## src/sfdr_regs.svh

```systemverilog
// Purpose: Shared constants of the serial flash dual-read, ident and sleep interpreter.
// Assumes: Core clock of 40 MHz.
// Notes: Times are in ns as printed; cycle counts derive from them.
`ifndef SFDR_REGS_SVH
`define SFDR_REGS_SVH

// ****************************************************************
// Clock and timing
// ****************************************************************
`define SFDR_CLK_MHZ 40
`define SFDR_T_ENTRY_NS 3000
`define SFDR_T_WAKE_NS 3000
`define SFDR_T_WAKE_ID_NS 5000
// Longest times round down to whole cycles.
`define SFDR_ENTRY_CYC ((`SFDR_T_ENTRY_NS * `SFDR_CLK_MHZ) / 1000)
`define SFDR_WAKE_CYC ((`SFDR_T_WAKE_NS * `SFDR_CLK_MHZ) / 1000)
`define SFDR_WAKE_ID_CYC ((`SFDR_T_WAKE_ID_NS * `SFDR_CLK_MHZ) / 1000)

// ****************************************************************
// Frame layout
// ****************************************************************
`define SFDR_CMD_LAST 5'h07
`define SFDR_ADDR_LAST 5'h17
`define SFDR_DUMMY8_LAST 5'h07
`define SFDR_DUMMY24_LAST 5'h17
`define SFDR_ADDR_SWAP 24'h000001
`define SFDR_RST_CNT 5'h00
`define SFDR_RST_TMR 16'h0000
`define SFDR_IDX_STD_LAST 4'h2

`endif

```

## src/sfdr_pkg.sv

```systemverilog
// Purpose: Types of the serial flash dual-read, ident and sleep interpreter.
// Assumes: Nothing beyond the shared constants header.
// Notes: Used by full scope name only.
package sfdr_pkg;

  // ****************************************************************
  // Frame phases
  // ****************************************************************
  typedef enum logic [2:0] {
    SFDR_ST_CMD    = 3'b000,
    SFDR_ST_ADDR   = 3'b001,
    SFDR_ST_DUMMY  = 3'b010,
    SFDR_ST_DATA   = 3'b011,
    SFDR_ST_IGNORE = 3'b100
  } sfdr_state_t;

  // ****************************************************************
  // Instruction codes handled here
  // ****************************************************************
  typedef enum logic [7:0] {
    SFDR_CMD_DUAL_READ  = 8'h3b,
    SFDR_CMD_SLEEP      = 8'hb9,
    SFDR_CMD_WAKE_ID    = 8'hab,
    SFDR_CMD_MFR_DEV    = 8'h90,
    SFDR_CMD_STD_IDENT  = 8'h9f,
    SFDR_CMD_UNIQUE_ID  = 8'h4b
  } sfdr_cmd_t;

endpackage

```

## src/sfdr_sync.sv

```systemverilog
// Purpose: Two-stage synchroniser for the serial pins.
// Assumes: Inputs are asynchronous to clk.
// Notes: Only the second stage may be read by other logic.
`timescale 1ns/1ps
`default_nettype none
module sfdr_sync #(
  parameter int WIDTH = 3
) (
  input wire logic clk,
  input wire logic rst,
  input wire logic [WIDTH-1:0] async_in,
  output logic [WIDTH-1:0] sync_out
);

  // ****************************************************************
  // Per-bit double flop
  // ****************************************************************
  logic [WIDTH-1:0] meta_ff;
  logic [WIDTH-1:0] nxt_meta;

  generate
    if (WIDTH < 1) begin : g_bad
      $error("sfdr_sync needs WIDTH of at least one.");
    end
  endgenerate

  // The first stage feeds the second stage only.
  always_comb begin
    nxt_meta = async_in;
  end

  genvar gi;
  generate
    for (gi = 0; gi < WIDTH; gi++) begin : g_bit
      always_ff @(posedge clk) begin
        if (rst) begin
          meta_ff[gi] <= 1'b0;
          sync_out[gi] <= 1'b0;
        end else begin
          meta_ff[gi] <= nxt_meta[gi];
          sync_out[gi] <= meta_ff[gi];
        end
      end
    end
  endgenerate

endmodule
`default_nettype wire

```

## src/sfdr_top.sv

```systemverilog
// Purpose: Serial command interpreter for dual read, ident reads and deep sleep.
// Assumes: Serial clock is sampled by clk and runs well below a quarter of it.
// Notes: Pins pass two flops; all outputs are registered.
//
// Functional notes
// [RULE1] Instruction 3Bh returns read data on both output and input lines.
// [RULE2] Dual read has 24 address bits, eight ignored dummy clocks, then data.
// [RULE3] Host releases the input line before the first data falling edge.
// [RULE4] B9h sleeps only if select rises right after bit eight.
// [RULE5] In deep sleep only ABh is recognised, all else ignored.
// [RULE6] After reset the device is awake and in standby.
// [RULE7] ABh alone then select high wakes after the wake delay.
// [RULE8] ABh with three dummy bytes streams the device ID, MSB first, repeating.
// [RULE9] ID form of ABh from sleep uses the longer wake delay.
// [RULE10] ABh while busy is ignored and leaves the running cycle alone.
// [RULE11] 90h at address zero sends manufacturer then device ID, repeating.
// [RULE12] 90h at address one sends device ID first, alternating.
// [RULE13] 9Fh sends manufacturer, memory type byte, capacity byte, MSB first.
// [RULE14] 4Bh, zero address, one dummy byte, then the 128-bit unique number.
// [RULE15] Instruction and address bits are sampled on serial clock rising edges.
// [RULE16] Dual data: odd bit on output line, even bit on input line.
// [RULE17] Select high aborts any transfer and waits for a new instruction.
`include "sfdr_regs.svh"
`timescale 1ns/1ps
`default_nettype none
module sfdr_top #(
  parameter logic [7:0] MFR_ID = 8'h5a,   // Arbitrary value.
  parameter logic [7:0] DEV_ID = 8'h12,   // Arbitrary value.
  parameter logic [7:0] MEM_TYPE = 8'h60, // Arbitrary value.
  parameter logic [7:0] CAPACITY = 8'h13, // Arbitrary value.
  parameter int ENTRY_CYC = `SFDR_ENTRY_CYC,
  parameter int WAKE_CYC = `SFDR_WAKE_CYC,
  parameter int WAKE_ID_CYC = `SFDR_WAKE_ID_CYC
) (
  input wire logic clk,
  input wire logic rst,
  input wire logic spi_cs_n,
  input wire logic spi_sck,
  input wire logic serial_in_line_i,
  output logic serial_in_line_o,
  output logic serial_in_line_oe,
  output logic serial_out_o,
  output logic serial_out_oe,
  input wire logic core_busy,
  output logic [23:0] mem_addr,
  output logic mem_rd_stb,
  input wire logic [7:0] mem_rd_data,
  output logic deep_sleep
);

  // ****************************************************************
  // Parameter checks
  // ****************************************************************
  generate
    if (ENTRY_CYC < 1 || ENTRY_CYC > 65535 || WAKE_CYC < 1 || WAKE_CYC > 65535 ||
        WAKE_ID_CYC < 1 || WAKE_ID_CYC > 65535) begin : g_bad
      $error("sfdr_top delay counts must lie between 1 and 65535.");
    end
  endgenerate

  // ****************************************************************
  // Pin synchronisers and edge detection
  // ****************************************************************
  logic [2:0] pins_sync;
  logic cs_s;
  logic sck_s;
  logic di_s;
  logic cs_q_ff;
  logic sck_q_ff;
  logic sck_rise;
  logic sck_fall;
  logic cs_rise;
  logic [7:0] uid_byte;

  sfdr_sync #(
    .WIDTH(3)
  ) u_sync (
    .clk(clk),
    .rst(rst),
    .async_in({spi_cs_n, spi_sck, serial_in_line_i}),
    .sync_out(pins_sync)
  );

  // Edges are found on the synchronised copies only.
  assign cs_s = pins_sync[2];
  assign sck_s = pins_sync[1];
  assign di_s = pins_sync[0];
  assign sck_rise = sck_s & ~sck_q_ff;
  assign sck_fall = ~sck_s & sck_q_ff;
  assign cs_rise = cs_s & ~cs_q_ff;

  // ****************************************************************
  // Interpreter state
  // ****************************************************************
  sfdr_pkg::sfdr_state_t state_ff, nxt_state;
  logic [7:0] cmd_ff, nxt_cmd;
  logic [23:0] addr_ff, nxt_addr;
  logic [4:0] cnt_ff, nxt_cnt;
  logic [3:0] idx_ff, nxt_idx;
  logic [7:0] sr_ff, nxt_sr;
  logic [2:0] bitpos_ff, nxt_bitpos;
  logic sleep_arm_ff, nxt_sleep_arm;
  logic wake_arm_ff, nxt_wake_arm;
  logic wake_long_ff, nxt_wake_long;
  logic [15:0] tmr_ff, nxt_tmr;
  logic tmr_sleep_ff, nxt_tmr_sleep;
  logic asleep_ff, nxt_asleep;
  logic so_ff, nxt_so;
  logic so_oe_ff, nxt_so_oe;
  logic si_ff, nxt_si;
  logic si_oe_ff, nxt_si_oe;
  logic [23:0] mem_addr_ff, nxt_mem_addr;
  logic mem_stb_ff, nxt_mem_stb;
  logic [7:0] shifted_cmd;
  logic [7:0] src_byte;
  logic dual;

  sfdr_uid_rom #(
    .BYTES(16)
  ) u_uid (
    .clk(clk),
    .rst(rst),
    .rd_idx(idx_ff),
    .rd_data(uid_byte)
  );

  assign shifted_cmd = {cmd_ff[6:0], di_s};
  assign dual = (cmd_ff == sfdr_pkg::SFDR_CMD_DUAL_READ);

  // Byte source for the next data byte, chosen by instruction.
  always_comb begin
    case (cmd_ff)
      sfdr_pkg::SFDR_CMD_DUAL_READ: src_byte = mem_rd_data;
      sfdr_pkg::SFDR_CMD_WAKE_ID: src_byte = DEV_ID; // see [RULE8]
      // Bit zero of the address picks which byte leads; see [RULE11] see [RULE12]
      sfdr_pkg::SFDR_CMD_MFR_DEV: src_byte = (idx_ff[0] ^ addr_ff[0]) ? DEV_ID : MFR_ID;
      sfdr_pkg::SFDR_CMD_STD_IDENT: begin
        case (idx_ff)
          4'h0: src_byte = MFR_ID; // see [RULE13]
          4'h1: src_byte = MEM_TYPE;
          default: src_byte = CAPACITY;
        endcase
      end
      sfdr_pkg::SFDR_CMD_UNIQUE_ID: src_byte = uid_byte; // see [RULE14]
      default: src_byte = 8'h00;
    endcase
  end

  // Next-state logic for the whole frame, sleep timer and pin drivers.
  always_comb begin
    nxt_state = state_ff;
    nxt_cmd = cmd_ff;
    nxt_addr = addr_ff;
    nxt_cnt = cnt_ff;
    nxt_idx = idx_ff;
    nxt_sr = sr_ff;
    nxt_bitpos = bitpos_ff;
    nxt_sleep_arm = sleep_arm_ff;
    nxt_wake_arm = wake_arm_ff;
    nxt_wake_long = wake_long_ff;
    nxt_tmr = tmr_ff;
    nxt_tmr_sleep = tmr_sleep_ff;
    nxt_asleep = asleep_ff;
    nxt_so = so_ff;
    nxt_so_oe = so_oe_ff;
    nxt_si = si_ff;
    nxt_si_oe = si_oe_ff;
    nxt_mem_addr = mem_addr_ff;
    nxt_mem_stb = 1'b0;

    // Sleep entry and wake timers; the state flips when the count runs out.
    if (tmr_ff != `SFDR_RST_TMR) begin
      nxt_tmr = tmr_ff - 16'h0001;
      if (tmr_ff == 16'h0001) begin
        nxt_asleep = tmr_sleep_ff; // see [RULE4] see [RULE7] see [RULE9]
      end
    end

    if (cs_s) begin
      // Select high ends every transfer and releases both lines.
      nxt_state = sfdr_pkg::SFDR_ST_CMD; // see [RULE17]
      nxt_cnt = `SFDR_RST_CNT;
      nxt_so_oe = 1'b0;
      nxt_si_oe = 1'b0;
      nxt_sleep_arm = 1'b0;
      nxt_wake_arm = 1'b0;
      nxt_wake_long = 1'b0;
      if (cs_rise && sleep_arm_ff) begin
        nxt_tmr = 16'(ENTRY_CYC); // see [RULE4]
        nxt_tmr_sleep = 1'b1;
      end else if (cs_rise && wake_arm_ff) begin
        // The ID form stays asleep longer before new instructions count.
        nxt_tmr = wake_long_ff ? 16'(WAKE_ID_CYC) : 16'(WAKE_CYC); // see [RULE7] see [RULE9]
        nxt_tmr_sleep = 1'b0;
      end
    end else if (sck_rise) begin
      // Every clock after the eighth bit spoils a pending sleep entry.
      nxt_sleep_arm = 1'b0; // see [RULE4]
      if (wake_arm_ff) begin
        nxt_wake_long = 1'b1;
      end
      case (state_ff)
        sfdr_pkg::SFDR_ST_CMD: begin
          nxt_cmd = shifted_cmd; // see [RULE15]
          nxt_cnt = cnt_ff + 5'h01;
          if (cnt_ff == `SFDR_CMD_LAST) begin
            nxt_cnt = `SFDR_RST_CNT;
            nxt_idx = 4'h0;
            nxt_bitpos = 3'h0;
            nxt_state = sfdr_pkg::SFDR_ST_IGNORE;
            // A frame whose eighth bit arrives during a pending sleep or wake delay is dropped.
            if (tmr_ff != `SFDR_RST_TMR) begin
              nxt_state = sfdr_pkg::SFDR_ST_IGNORE;
            end else if (shifted_cmd == sfdr_pkg::SFDR_CMD_WAKE_ID) begin
              if (!core_busy) begin // see [RULE10]
                nxt_state = sfdr_pkg::SFDR_ST_DUMMY;
                nxt_wake_arm = asleep_ff; // see [RULE7]
              end
            end else if (asleep_ff) begin
              nxt_state = sfdr_pkg::SFDR_ST_IGNORE; // see [RULE5]
            end else begin
              case (shifted_cmd)
                sfdr_pkg::SFDR_CMD_DUAL_READ,
                sfdr_pkg::SFDR_CMD_MFR_DEV,
                sfdr_pkg::SFDR_CMD_UNIQUE_ID: nxt_state = sfdr_pkg::SFDR_ST_ADDR;
                sfdr_pkg::SFDR_CMD_STD_IDENT: nxt_state = sfdr_pkg::SFDR_ST_DATA;
                sfdr_pkg::SFDR_CMD_SLEEP: nxt_sleep_arm = 1'b1; // see [RULE4]
                default: nxt_state = sfdr_pkg::SFDR_ST_IGNORE;
              endcase
            end
          end
        end
        sfdr_pkg::SFDR_ST_ADDR: begin
          nxt_addr = {addr_ff[22:0], di_s}; // see [RULE15]
          nxt_cnt = cnt_ff + 5'h01;
          if (cnt_ff == `SFDR_ADDR_LAST) begin
            nxt_cnt = `SFDR_RST_CNT;
            nxt_mem_addr = {addr_ff[22:0], di_s};
            nxt_mem_stb = 1'b1;
            nxt_state = (cmd_ff == sfdr_pkg::SFDR_CMD_MFR_DEV) ? sfdr_pkg::SFDR_ST_DATA :
                        sfdr_pkg::SFDR_ST_DUMMY; // see [RULE2] see [RULE14]
          end
        end
        sfdr_pkg::SFDR_ST_DUMMY: begin
          // Input values are not looked at during dummy clocks.
          nxt_cnt = cnt_ff + 5'h01; // see [RULE2]
          if ((cmd_ff == sfdr_pkg::SFDR_CMD_WAKE_ID && cnt_ff == `SFDR_DUMMY24_LAST) ||
              (cmd_ff != sfdr_pkg::SFDR_CMD_WAKE_ID && cnt_ff == `SFDR_DUMMY8_LAST)) begin
            nxt_cnt = `SFDR_RST_CNT;
            nxt_state = sfdr_pkg::SFDR_ST_DATA; // see [RULE8]
          end
        end
        default: begin
          nxt_state = state_ff;
        end
      endcase
    end else if (sck_fall && state_ff == sfdr_pkg::SFDR_ST_DATA) begin
      // Data leaves on falling edges, MSB first; a new byte loads at position zero.
      nxt_so_oe = 1'b1;
      nxt_si_oe = dual; // see [RULE1] see [RULE3]
      if (bitpos_ff == 3'h0) begin
        nxt_so = src_byte[7];
        nxt_si = src_byte[6]; // see [RULE16]
        nxt_sr = dual ? {src_byte[5:0], 2'b00} : {src_byte[6:0], 1'b0};
        nxt_idx = (cmd_ff == sfdr_pkg::SFDR_CMD_STD_IDENT && idx_ff == `SFDR_IDX_STD_LAST) ?
                  4'h0 : idx_ff + 4'h1;
        nxt_mem_addr = mem_addr_ff + 24'h000001;
        nxt_mem_stb = dual;
      end else begin
        nxt_so = sr_ff[7];
        nxt_si = sr_ff[6];
        nxt_sr = dual ? {sr_ff[5:0], 2'b00} : {sr_ff[6:0], 1'b0};
      end
      // Dual mode moves a pair per edge, so a byte takes four edges.
      if (dual) begin
        nxt_bitpos = (bitpos_ff == 3'h3) ? 3'h0 : bitpos_ff + 3'h1; // see [RULE16]
      end else begin
        nxt_bitpos = bitpos_ff + 3'h1;
      end
    end
  end

  // Register stage; reset leaves the part awake and idle.
  always_ff @(posedge clk) begin
    if (rst) begin
      state_ff <= sfdr_pkg::SFDR_ST_CMD;
      cmd_ff <= 8'h00;
      addr_ff <= 24'h000000;
      cnt_ff <= `SFDR_RST_CNT;
      idx_ff <= 4'h0;
      sr_ff <= 8'h00;
      bitpos_ff <= 3'h0;
      sleep_arm_ff <= 1'b0;
      wake_arm_ff <= 1'b0;
      wake_long_ff <= 1'b0;
      tmr_ff <= `SFDR_RST_TMR;
      tmr_sleep_ff <= 1'b0;
      asleep_ff <= 1'b0; // see [RULE6]
      so_ff <= 1'b0;
      so_oe_ff <= 1'b0;
      si_ff <= 1'b0;
      si_oe_ff <= 1'b0;
      mem_addr_ff <= 24'h000000;
      mem_stb_ff <= 1'b0;
      cs_q_ff <= 1'b1;
      sck_q_ff <= 1'b0;
    end else begin
      state_ff <= nxt_state;
      cmd_ff <= nxt_cmd;
      addr_ff <= nxt_addr;
      cnt_ff <= nxt_cnt;
      idx_ff <= nxt_idx;
      sr_ff <= nxt_sr;
      bitpos_ff <= nxt_bitpos;
      sleep_arm_ff <= nxt_sleep_arm;
      wake_arm_ff <= nxt_wake_arm;
      wake_long_ff <= nxt_wake_long;
      tmr_ff <= nxt_tmr;
      tmr_sleep_ff <= nxt_tmr_sleep;
      asleep_ff <= nxt_asleep;
      so_ff <= nxt_so;
      so_oe_ff <= nxt_so_oe;
      si_ff <= nxt_si;
      si_oe_ff <= nxt_si_oe;
      mem_addr_ff <= nxt_mem_addr;
      mem_stb_ff <= nxt_mem_stb;
      cs_q_ff <= cs_s;
      sck_q_ff <= sck_s;
    end
  end

  // ****************************************************************
  // Outputs
  // ****************************************************************
  assign serial_out_o = so_ff;
  assign serial_out_oe = so_oe_ff;
  assign serial_in_line_o = si_ff;
  assign serial_in_line_oe = si_oe_ff;
  assign mem_addr = mem_addr_ff;
  assign mem_rd_stb = mem_stb_ff;
  assign deep_sleep = asleep_ff;

endmodule
`default_nettype wire

```

## src/sfdr_uid_rom.sv

```systemverilog
// Purpose: Read-only store of the 128-bit unique number, one byte per read.
// Assumes: Index is stable one cycle before the data is used.
// Notes: Read data comes from a register.
`timescale 1ns/1ps
`default_nettype none
module sfdr_uid_rom #(
  parameter int BYTES = 16,
  parameter logic [127:0] UID = 128'h0123_4567_89ab_cdef_fedc_ba98_7654_3210 // Arbitrary value.
) (
  input wire logic clk,
  input wire logic rst,
  input wire logic [3:0] rd_idx,
  output logic [7:0] rd_data
);

  logic [7:0] nxt_rd_data;

  generate
    if (BYTES != 16) begin : g_bad
      $error("sfdr_uid_rom serves exactly sixteen bytes.");
    end
  endgenerate

  // ****************************************************************
  // Byte select, most significant byte at index zero
  // ****************************************************************
  always_comb begin
    nxt_rd_data = UID[8'(127 - 8 * int'(rd_idx)) -: 8];
  end

  // Registered read keeps the output free of decode glitches.
  always_ff @(posedge clk) begin
    if (rst) begin
      rd_data <= 8'h00;
    end else begin
      rd_data <= nxt_rd_data;
    end
  end

endmodule
`default_nettype wire
```

## config.mk

```make
export PLATFORM = sky130hd
export DESIGN_NAME = sfdr_top
export DESIGN_NICKNAME = d
export VERILOG_FILES = /design/src/sfdr_pkg.sv /design/src/sfdr_sync.sv /design/src/sfdr_top.sv /design/src/sfdr_uid_rom.sv
export VERILOG_INCLUDE_DIRS = /design/src
export SDC_FILE = /design/constraint.sdc
export NUM_CORES = 1
export LEC_CHECK = 0
export BUFFER_PORTS_ARGS = -buffer_cell sky130_fd_sc_hd__buf_2
export CORE_MARGIN = 1.5
export CORE_UTILIZATION = 41
export CTS_CLUSTER_SIZE = 14
export DETAILED_ROUTE_END_ITERATION = 16
export PLACE_DENSITY = 0.68
export SLEW_MARGIN = 20
export SYNTH_ARGS = -nofsm -noshare
export SYNTH_HDL_FRONTEND = slang
export SYNTH_SLANG_ARGS = --single-unit
```

## constraint.sdc

```tcl
create_clock -name clk -period 1.9 [get_ports clk]
set_input_delay 0.095 -clock clk [delete_from_list [all_inputs] [get_ports clk]]
set_output_delay 0.095 -clock clk [all_outputs]
set_load 0.005 [all_outputs]
```

---- Yosys cells after proc, flatten, opt, wreduce, memory -nomap -nowiden ----
Index checks and enable logic that the tools add are counted.
storage, ports and cells
  bits in registers ....................... 120
  input bits .............................. 14
  output and inout port bits .............. 30
  logic and storage cells ................. 161
cells by class
  $add $sub $neg .......................... 6
  equality and inequality tests ........... 28
  shifts and indexed selects .............. 1
  muxes and demuxes ....................... 57
  bitwise logic cells ..................... 11
  reductions and logical operators ........ 30
operators with widths
  operator                    number
  $shiftx A135 B8 Y8 const A  1
  $mux W24                    5
  $mux W16                    4
  $eq A8 B8 Y1 const B        7
  $pmux W8 S5                 1
  $mux W3                     13
  $mux W8                     4
  $add A24 B1 Y24 const B     1
  $mux W4                     6
  $eq A16 B1 Y1 const B       1
  $eq A8 B6 Y1 const B        2
  $eq A8 B7 Y1 const B        2
  $mux W1                     16
  $reduce_bool A16 Y1         1
  $sub A16 B1 Y16 const B     1
  $mux W5                     3
  $pmux W5 S3                 1
  $reduce_and A5 Y1           3
  $pmux W7 S2                 1
  $reduce_and A2 Y1           5
  $eq A3 B2 Y1 const B        3
  $pmux W3 S3                 1
  $reduce_and A3 Y1           3
  $ne A2 B1 Y1 const B        4
  26 further kinds            44

---- Depth between registers and ports, before layout ----
Gate-level depths: netlist of run 1.
  depth in word-level cells ............... 8
  depth in mapped cells ................... 10
  mapped depth without buffers ............ 7

---- By module ----
From an unflattened synthesis of run 1, not the netlist that was laid out.
second synthesis, totals
  cells, all modules ...................... 744
  area total of the unflattened synthesis .. 6069.6 µm²
modules (own cells, without submodules)
  module        instances  cells each  area an instance (µm²)  seq. area each (µm²)
  sfdr_top      1          716         5741.8                  2102.0
  sfdr_uid_rom  1          16          170.2                   100.1
  sfdr_sync     1          12          157.7                   120.1

---- Worst setup path before layout of run 1 ----
No wires, ideal clock.
  path kind ............................... flip-flop to flip-flop
  start point ............................. register state_ff[2]
  end point ............................... register mem_addr_ff[10] (netlist: mem_addr[10])
  library setup time ...................... 0.134 ns
  data arrival time ....................... 1.913 ns
  required time ........................... 1.766 ns
  slack ................................... -0.147 ns
  stages on the path, launching flop included .. 10
  buffers on the path ..................... 5
  clock period less this slack ............ 2.047 ns
  cells stage by stage .................... dfxtp_1 > buf_6 > or3b_1 > clkbuf_2 > or3_1 > buf_2 > o22ai_4 > buf_6 > buf_2 > a211oi_1
on the way
  longest elaborated chain between the ends .. 4
  elaborated cells on any way between the ends .. 6
  classes of those cells .................. 3 x eq/ne; 3 x reduce/logical
ends and longest elaborated chain
  element                        line             source
  start: declaration             sfdr_top.sv:95   sfdr_pkg::sfdr_state_t state_ff, nxt_state;
  start signal: assignment       sfdr_top.sv:286  state_ff <= sfdr_pkg::SFDR_ST_CMD;
  start signal: assignment       sfdr_top.sv:308  state_ff <= nxt_state;
  $eq A3 B2 Y1                   sfdr_top.sv:257  end else if (sck_fall && state_ff == sfdr_pkg::SFDR_ST_DATA) begin
  $logic_and A1 B1 Y1            sfdr_top.sv:257
  $reduce_bool A2 Y1 (no line)   --
  $reduce_and A5 Y1 (no line) *  --
  end signal: assignment         sfdr_top.sv:325  mem_addr_ff <= nxt_mem_addr;
  end: declaration               sfdr_top.sv:112  logic [23:0] mem_addr_ff, nxt_mem_addr;
Every way passes the cells marked *; elsewhere a longest branch is shown, timed or not.
A chain may end at the register's enable or synchronous reset.

---- Final worst setup path of run 1 ----
  start point ............................. register state_ff[0]
  end point ............................... register mem_addr_ff[3] (netlist: mem_addr[3])
Same word-level chain as after synthesis.

==> metrics.txt, run 1 <==
Final ANT Viol Nets=0; design area=8010 um2; Worst Hold Launch=mem_rd_data[5]; Worst-Margin Slew=0.559 ns; GR Util All Layers=23.9%; core area=13900 um2; Residual DRC=0; Pwr Total=0.00817 W; GR Overflow Total=0; Finished Core Util=57.5%; DRT Pass-1 Iters=6; Hold Fails Final Rpt=0; total wire length=18200 um; Arrival @ worst endpoint=2.21 ns; die area=15100 um2; Crit Path Category=flip-flop to flip-flop; DRT iter0 DRCs=505; fin crit share=100%; clock sinks=116; antenna violations before repair=0; distinct cell type count after synthesis=75; Post-Layout Cell Count=1038; RSZ-0062 raised after global routing=yes; MaxCap Viol Count=0; PwrDens=1020 nW/um2; # IOs=44; failing checks=negative setup slack; # setup viols final=2; TritonCTS clock tree=yes; min Tclk post-route=1.90 ns; antenna cells=0; Vias=6066; H-Tree Depth=4; via count of the first global-routing pass=5782; fmax=0.526 GHz; Area growth, synth to finish=36.0%; delay of the slowest critical-path stage=0.38 ns; Final Max Slew Viols=0; global-route wire length before repair=28100 um; Seq/Total Area, Yosys=39.4%; Leak=3.09 nW; Die Ht=123 um; Synth warnings=0; GP Congestion=0.893; # rows=43; DP Worst Slack=-0.124 ns; HPWL after DPL=12000 um; placed cells=995; Main synth FF type=dfxtp_1; Critical Path Source Type=flip-flop; cell area after synthesis=5890 um2; VDD IR max=0.669 mV; CTS Buf Count=17; crit-path max FO=6; register bit count reported by yosys=116; Hold WC Path Type=input pin to flip-flop; Clock transition at path regs=0.05 ns; EDFF count, synth=0; largest net degree at the start of global routing=40; share of layout cells above drive strength 1=29.8%; CP most frequent cell=buf_4; clk root buf=clkbuf_16; Die W=123 um; CP Cell Sequence=or3b_4, buf_4, nor3_2, a22oi_1, buf_4, o21ai_0, a21oi_2; DR WL/cell=17.6 um; CTS Buffer Depth=2; Synth Net Count=750; Starting Density=42.2%; Post-Syn Instances=725; slowest cell on the critical path=or3b_4; PnR worst setup slack=-0.000762 ns; critical path launch point=state_ff[0]$_SDFFE_PP0P_; clock latency on the worst-skew pair=0.43 ns; syn_area_per_cell=8.12 um2; via/cell ratio=5.84; Critical Path Sink Type=flip-flop; Worst R2R Start=state_ff[0]$_SDFFE_PP0P_; placed cell area=6880 um2; Port Buffers=43; Nets=870; Critical Path RT=2.21 ns; Worst slew margin=62.5%; status=finished with violations; async set-reset flop share out of synthesis=0%; Layout Skew=0.00734 ns
[cells in the mapped netlist (6+ instances only)]
master      n  area share [%]
xor2_1     10             1.5
nand4_1    16             1.7
nor2b_1    18             1.9
xnor2_1     6            0.89
ha_1       11             2.3
o31ai_1     9             1.1
and3_1      8            0.85
clkbuf_1   35             2.2
o21ai_0    31             2.6
nand2b_1    8            0.85
mux2i_1    13             2.2
nor2_1     63             4.0
dfxtp_1   116              39
nor4_1     10             1.1
nand3_1    27             2.3
a211oi_1   20             2.6
nor3_1     14             1.2
nand2_1    90             5.7
or3_1       8            0.85
a21oi_1    68             5.8
inv_1      14            0.89
a31oi_1     9            0.96
o22ai_1    10             1.1
and2_1      6            0.64
a32o_1      6             1.0
[worst max-delay path: cells and delay by family, from the launching register on]
family	cells	cell delay [ns]
buffers and inverters	2	0.38
AND/OR/NAND/NOR	2	0.59
flip-flops	1	0.33
AO/OA/AOI/OAI	3	0.48
[what timing repair did]
item,4_1_cts,5_1_grt
gates cloned,0,3
endpoints found under the setup margin,14,46
hold buffers,3,0
hold endpoints to repair,3,0
setup buffers,0,5
pin swaps,1,17
resized for setup,13,67
[stage by stage]
step	TNS, ns	hold WS, ns
after detailed placement	-0.411	0.308
final	-0.00139	0.0325
after floorplan	-1.43	0.223
after CTS	0	0.0214
after global placement	-0.320	0.305
after global routing	-0.722	0.0510
[registers in the layout (all words and copies together), names as in the netlist, 3 cells and up]
| register | cells |
|---|---|
| tmr_ff | 16 |
| mem_addr | 24 |
| bitpos_ff | 3 |
| u_uid.rd_data | 5 |
| cmd_ff | 8 |
| idx_ff | 4 |
| sr_ff | 7 |
| addr_ff | 23 |
| state_ff | 3 |
| cnt_ff | 5 |
| u_sync.meta_ff | 3 |
| u_sync.sync_out | 3 |
[path summary, 6_finish.rpt]
check | cells after the start | slack, ns | end
max | 7 | -0.0008 | mem_addr[3]$_SDFFE_PP0P_
min reg2reg | 1 | 0.44 | u_sync.sync_out[0]$_SDFF_PP0_
max reg2reg | 7 | -0.0008 | mem_addr[3]$_SDFFE_PP0P_
min | 3 | 0.03 | sr_ff[7]$_SDFFE_PP0P_
[layout make-up]
cell class / count / area (um2)
multi-input cells: 545 / 3610
repair buffers: 149 / 1100
flip-flops and latches: 116 / 2340
clock buffers: 23 / 478
fillers: 1235 / 5930
well taps: 180 / 225
inverters: 16 / 60.1
clock inverters: 9 / 198
[where the power goes]
group / switching, W / total [W] / leakage, nW / internal [W]
clock: 0.00115 / 0.00371 / 0.327 / 0.00256
combinational: 0.000932 / 0.00170 / 1.82 / 0.000764
sequential: 0.000164 / 0.00277 / 0.944 / 0.00260
total: 0.00225 / 0.00817 / 3.09 / 0.00592
[cell usage in the layout, fill, tap and decap left out, types with 4 or more instances in the layout]
master | synthesis | layout
a21oi_2 | 1 | 6
inv_1 | 14 | 14
a22oi_1 | 4 | 4
a211oi_2 | 0 | 12
dfxtp_1 | 116 | 107
nor2_1 | 63 | 61
o21ai_0 | 31 | 28
a32o_1 | 6 | 6
clkbuf_16 | 0 | 19
xor2_1 | 10 | 9
and2_1 | 6 | 5
nand2b_1 | 8 | 7
buf_4 | 0 | 94
bufinv_16 | 0 | 6
nor2b_1 | 18 | 16
a21oi_1 | 68 | 60
buf_2 | 5 | 43
nand2_1 | 90 | 84
nor4_1 | 10 | 7
a211oi_1 | 20 | 8
nand3b_1 | 4 | 4
and3_1 | 8 | 8
o31ai_1 | 9 | 8
o22ai_1 | 10 | 10
a31oi_1 | 9 | 9
nor3_1 | 14 | 9
or3_1 | 8 | 7
dfxtp_2 | 0 | 7
xnor2_1 | 6 | 6
ha_1 | 11 | 10
mux2i_1 | 13 | 13
nor4_2 | 1 | 4
nand2_2 | 0 | 4
nand3_1 | 27 | 24
a22o_1 | 5 | 5
or4_1 | 5 | 4
nand4_1 | 16 | 16
[per-layer routing]
metal  part of all wire [%]  GRT usage (%)  vias to the layer above
li1                       -              -                     2896
met1                     42           29.7                     2910
met2                     49           39.1                      209
met3                    5.5           4.83                       51
met4                    3.0           12.6                        0
met5                      0              0                        -
[kinds of logic (layout without fill, tap and decap cells)]
group	count (synthesis)	count (layout)	share of synthesized area (%)
multiplexers	14	14	2.40
adder cells (fa/ha/maj)	11	11	2.34
AND/OR/NAND/NOR	301	301	26.0
XOR/XNOR	16	16	2.38
buffers and inverters	64	197	4.72
AO/OA/AOI/OAI	203	203	22.8
flip-flops	116	116	39.4
No activity file was read; power rests on OpenSTA's default activity.
==> run 2, diff against run 1 <==
--- a/config.mk
+++ b/config.mk
@@ -11,7 +11,7 @@
 export CORE_UTILIZATION = 41
 export CTS_CLUSTER_SIZE = 14
 export DETAILED_ROUTE_END_ITERATION = 16
-export PLACE_DENSITY = 0.68
+export PLACE_DENSITY = 0.66
 export SLEW_MARGIN = 20
 export SYNTH_ARGS = -nofsm -noshare
 export SYNTH_HDL_FRONTEND = slang
==> constraint.sdc (replaced) <==
create_clock -name clk -period 2.3 [get_ports clk]
set_input_delay 0.115 -clock clk [delete_from_list [all_inputs] [get_ports clk]]
set_output_delay 0.115 -clock clk [all_outputs]
set_load 0.005 [all_outputs]
==> run 2 against run 1 <==
Compared with the run above: the flow now finishes without violations; flip-flop and latch count stayed put; clock skew rose by 0.00060 ns; worst hold slack better by 0.0077 ns; register-to-register slack gained 0.17 ns; first-iteration DRC count is 4.2% lower; via count decreased by 7.4%; critical path depth fell by 2; largest cell class unchanged.
==> metrics.txt, run 2 (synthesis gave the netlist of run 1 again) <==
VDD IR max=0.523 mV; Final ANT Viol Nets=0; via/cell ratio=5.84; PwrDens=878 nW/um2; TNS Setup=0 ns; Die W=123 um; clock latency on the worst-skew pair=0.42 ns; # setup viols final=0; r2r setup slk=0.17 ns; antenna violations before repair=0; largest net degree at the start of global routing=43; Final Max Slew Viols=0; most frequent cells in the layout=116 x dfxtp_1, 90 x nand2_1, 67 x a21oi_1; Worst Hold Launch=mem_rd_data[5]; GR Util All Layers=21.0%; Layout Skew=0.00794 ns; Hold WC Path Type=input pin to flip-flop; share of layout cells above drive strength 1=16.1%; placed cell area=6360 um2; TritonCTS clock tree=yes; status=finished, final reports clean; DR WL/cell=15.8 um; Worst slew margin=56.0%; CTS Buf Count=17; post-CTS setup buffer count=0; Hold Path End=sr_ff[7]$_SDFFE_PP0P_; Critical Path Source Type=flip-flop; Hold Fails Final Rpt=0; DP Worst Slack=0.000842 ns; max reg flops=24; CTS Buffer Depth=2; Critical Path RT=2.64 ns; GR Overflow Total=0; Crit Path Category=flip-flop to flip-flop; HPWL after DPL=10600 um; Leak=2.56 nW; Port Buffers=43; Arrival @ worst endpoint=2.47 ns; commonest non-fill, non-tap cell in the layout=dfxtp_1; total wire length=15200 um; Die Ht=123 um; Residual DRC=0; Area growth, synth to finish=19.3%; FF-to-FF path depth=5; fmax=0.470 GHz; Pwr Total=0.00616 W; Worst R2R Start=tmr_ff[3]$_SDFF_PP0_; GP Congestion=0.855; crit-path max FO=6; Vias=5620; design area=7020 um2; # rows=43; via count of the first global-routing pass=5193; # IOs=44; Hold Path Depth=3; global-route wire length before repair=25000 um; Critical Path Sink Type=flip-flop; r2r endpoint=tmr_ff[12]$_SDFF_PP0_; H-Tree Depth=4; Worst-Margin Slew=0.658 ns; Nets=798; MaxCap Viol Count=0; core area=13900 um2; Clock transition at path regs=0.05 ns; min Tclk post-route=2.13 ns; die area=15100 um2; antenna cells=0; clk root buf=clkbuf_16; PnR worst setup slack=0.172 ns; Starting Density=42.2%; DRT Pass-1 Iters=5; DRT iter0 DRCs=484; clock sinks=116; fin crit share=92.5%
==> run 2: through the flow <==
step / cells / hold slack (ns) / utilization (%)
finish: 963 / 0.0402 / 50.4
global route: 963 / 0.0369 / 50.4
CTS: 963 / 0.0238 / 50.3
detailed placement: 931 / 0.331 / 45.7
global placement: 931 / 0.332 / 45.7
floorplan: 725 / 0.243 / -
==> run 2: critical path, cell delays in order, from the launching register on <==
cell	delay [ns]
dfxtp_1	0.35
or4_4	0.59
nor3_2	0.33
nand3_1	0.21
or4_1	0.43
a21oi_1	0.14
==> run 2: repair_timing <==
item,in CTS,in global routing
hold buffers,3,0
endpoints found under the setup margin,2,6
endpoints found under the hold margin,3,0
gates resized for setup,1,3
==> run 2: layout make-up <==
| cell class | count | area [um2] |
|---|---|---|
| multi-input cells | 545 | 3310 |
| fillers | 1304 | 6910 |
| inverters | 16 | 60.1 |
| flip-flops and latches | 116 | 2320 |
| well taps | 180 | 225 |
| repair buffers | 77 | 490 |
| clock buffers | 20 | 457 |
| clock inverters | 9 | 155 |
==> run 2: power by group <==
part | internal, W | total (W) | switching (W) | leakage, nW
clock network | 0.00185 | 0.00276 | 0.000916 | 0.298
logic | 0.000473 | 0.00112 | 0.000649 | 1.32
registers | 0.00215 | 0.00228 | 0.000127 | 0.939
total | 0.00447 | 0.00616 | 0.00169 | 2.56
==> run 2: per-layer routing <==
layer / global-route usage [%] / up-vias / share of wire, %
met4: 7.41 / 0 / 1.5
met2: 34.5 / 163 / 48
met1: 27.0 / 2693 / 45
li1: - / 2742 / -
met3: 4.51 / 22 / 4.6
met5: 0 / - / 0
==> run 2: how the worst max path moves through the flow <==
stage                                   startpoint                            end  slack, ns  cells past startpoint
after floorplan           state_ff[2]$_SDFFE_PP0P_      mem_addr[10]$_SDFFE_PP0P_       0.25                      9
after global placement      idx_ff[0]$_SDFFE_PP0P_  serial_in_line_o$_SDFFE_PP0P_       0.11                      7
after detailed placement    idx_ff[0]$_SDFFE_PP0P_          sr_ff[7]$_SDFFE_PP0P_     0.0008                      7
after CTS                   cnt_ff[0]$_SDFFE_PP0P_       mem_addr[6]$_SDFFE_PP0P_       0.08                      6
after global routing        idx_ff[0]$_SDFFE_PP0P_  serial_in_line_o$_SDFFE_PP0P_      -0.03                      7
final                         tmr_ff[3]$_SDFF_PP0_          tmr_ff[12]$_SDFF_PP0_       0.17                      5
==> run 3, diff against run 2 <==
--- a/config.mk
+++ b/config.mk
@@ -7,12 +7,14 @@
 export NUM_CORES = 1
 export LEC_CHECK = 0
 export BUFFER_PORTS_ARGS = -buffer_cell sky130_fd_sc_hd__buf_2
+export CAP_MARGIN = 20
 export CORE_MARGIN = 1.5
 export CORE_UTILIZATION = 41
 export CTS_CLUSTER_SIZE = 14
 export DETAILED_ROUTE_END_ITERATION = 16
-export PLACE_DENSITY = 0.66
+export PLACE_DENSITY = 0.68
 export SLEW_MARGIN = 20
 export SYNTH_ARGS = -nofsm -noshare
 export SYNTH_HDL_FRONTEND = slang
 export SYNTH_SLANG_ARGS = --single-unit
+export TNS_END_PERCENT = 5
==> constraint.sdc (replaced) <==
create_clock -name clk -period 1.9 [get_ports clk]
set_input_delay 0.095 -clock clk [delete_from_list [all_inputs] [get_ports clk]]
set_output_delay 0.095 -clock clk [all_outputs]
set_load 0.005 [all_outputs]
==> run 3 against run 2 <==
Compared with the run above: the run now ends with negative setup slack left; flip-flop and latch count unchanged; utilization rose by 5.3 points; critical endpoint is now state_ff[0]$_SDFFE_PP0P_; count of clock-buffer cells in the layout is 3 higher; via count grew 4.9%; critical path type unchanged; clock power rose by 8.7%; cell area grew 11%; critical path depth up 1; combinational power up 48%.
==> metrics.txt, run 3 (synthesis gave the netlist of run 1 again) <==
status=finished with violations; failing checks=negative setup slack; Vias=5893; CP Cell Sequence=buf_6, or3b_1, a211o_1, a211o_1, o311a_1, nor3_2; MaxCap Viol Count=0; commonest non-fill, non-tap cell in the layout=dfxtp_1; RSZ-0062 raised after global routing=yes; fmax=0.514 GHz; final hold slack=0.107 ns; GR Util All Layers=22.0%; DRT Pass-1 Iters=5; # rows=43; Clock transition at path regs=0.05 ns; delay of the slowest critical-path stage=0.36 ns; Hold Fails Final Rpt=0; H-Tree Depth=4; VDD IR max=0.665 mV; GP Congestion=0.914; antenna cells=0; Critical Path Source Type=flip-flop; Residual DRC=0; Layout Skew=0.00686 ns; clk root buf=clkbuf_16; Nets=870; placed cell area=6840 um2; via/cell ratio=5.68; Arrival @ worst endpoint=2.29 ns; GR Overflow Total=0; min Tclk post-route=1.94 ns; DRT iter0 DRCs=469; Finished Core Util=55.7%; Port Buffers=43; # setup viols final=3; via count of the first global-routing pass=5436; filler cell count=1218; clock sinks=116; Die W=123 um; Crit Path Category=flip-flop to flip-flop; Hold WC Path Type=input pin to flip-flop; share of layout cells above drive strength 1=26.3%; HPWL after DPL=11100 um; DR WL/cell=15.9 um; global-route wire length before repair=26100 um; # IOs=44; die area=15100 um2; Worst slew margin=65.3%; largest net degree at the start of global routing=37; CTS Buffer Depth=2; area of the multi-input gates=3470 um2; slowest cell on the critical path=o311a_1; Area growth, synth to finish=31.9%; DP Worst Slack=-0.140 ns; antenna violations before repair=0; Worst-Margin Slew=0.520 ns; design area=7770 um2; Critical Path Sink Type=flip-flop; crit-path max FO=7; FF/Latch Area=2330 um2; Critical Path RT=2.25 ns; Die Ht=123 um; Final ANT Viol Nets=0; Final Max Slew Viols=0; TNS Setup=-0.0903 ns; PwrDens=953 nW/um2; Leak=2.97 nW; PnR worst setup slack=-0.0443 ns; max reg flops=24; total wire length=16500 um; CTS Buf Count=17; fin crit share=102%; TritonCTS clock tree=yes; CP most frequent cell=a211o_1; Starting Density=42.2%; most frequent cells in the layout=110 x dfxtp_1, 92 x buf_4, 90 x nand2_1; clock latency on the worst-skew pair=0.43 ns; core area=13900 um2
run 3: repair_timing:
action / in CTS / in global routing
hold buffers: 6 / 0
hold endpoints to repair: 7 / 0
gates resized for setup: 9 / 42
setup endpoints to repair: 43 / 50
buffers inserted: 0 / 5
gates cloned: 0 / 3
pin swaps: 0 / 21
run 3: cell type report:
cell class / instances / area share [%]
Multi-Input combinational cell: 545 / 44.7
Sequential cell: 116 / 30.0
Timing Repair Buffer: 149 / 14.5
Clock buffer: 23 / 6.15
Tap cell: 180 / 2.90
Clock inverter: 9 / 1.01
Inverter: 16 / 0.773
run 3: path summary, 6_finish.rpt:
check / slack (ns) / startpoint / cells after the start / to
worst max register to register: -0.04 / cmd_ff[5]$_SDFFE_PP0P_ / 6 / state_ff[0]$_SDFFE_PP0P_
worst max-delay path: -0.04 / cmd_ff[5]$_SDFFE_PP0P_ / 6 / state_ff[0]$_SDFFE_PP0P_
worst min-delay path: 0.11 / mem_rd_data[3] / 4 / sr_ff[5]$_SDFFE_PP0P_
worst min register to register: 0.43 / u_sync.meta_ff[0]$_SDFF_PP0_ / 1 / u_sync.sync_out[0]$_SDFF_PP0_
run 3: per-stage QoR:
step                      total power, W  cells
final                            0.00740   1038
after detailed placement         0.00425    992
after floorplan                  0.00376    725
after global routing             0.00778   1038
after CTS                        0.00732   1030
after global placement           0.00424    992
run 3: critical path: cells and delay by family (launching register included):
kind	cells	cell delay, ns
AOI/OAI and AO/OA	3	0.89
buffers and inverters	1	0.13
DFF	1	0.35
and+or+nand+nor	2	0.50
run 3: power by group:
part	internal [W]	total, W	leakage, nW	switching, W
combinational	0.000751	0.00166	1.75	0.000905
clock	0.00189	0.00300	0.273	0.00111
sequential	0.00260	0.00275	0.942	0.000149
total	0.00524	0.00740	2.97	0.00216
run 3: metal layers:
metal / track usage, % / part of all wire [%] / up-vias
met1: 29.6 / 46 / 2782
met3: 5.99 / 5.5 / 30
met5: 0 / 0 / -
li1: - / - / 2906
met2: 33.5 / 46 / 175
met4: 8.58 / 2.2 / 0
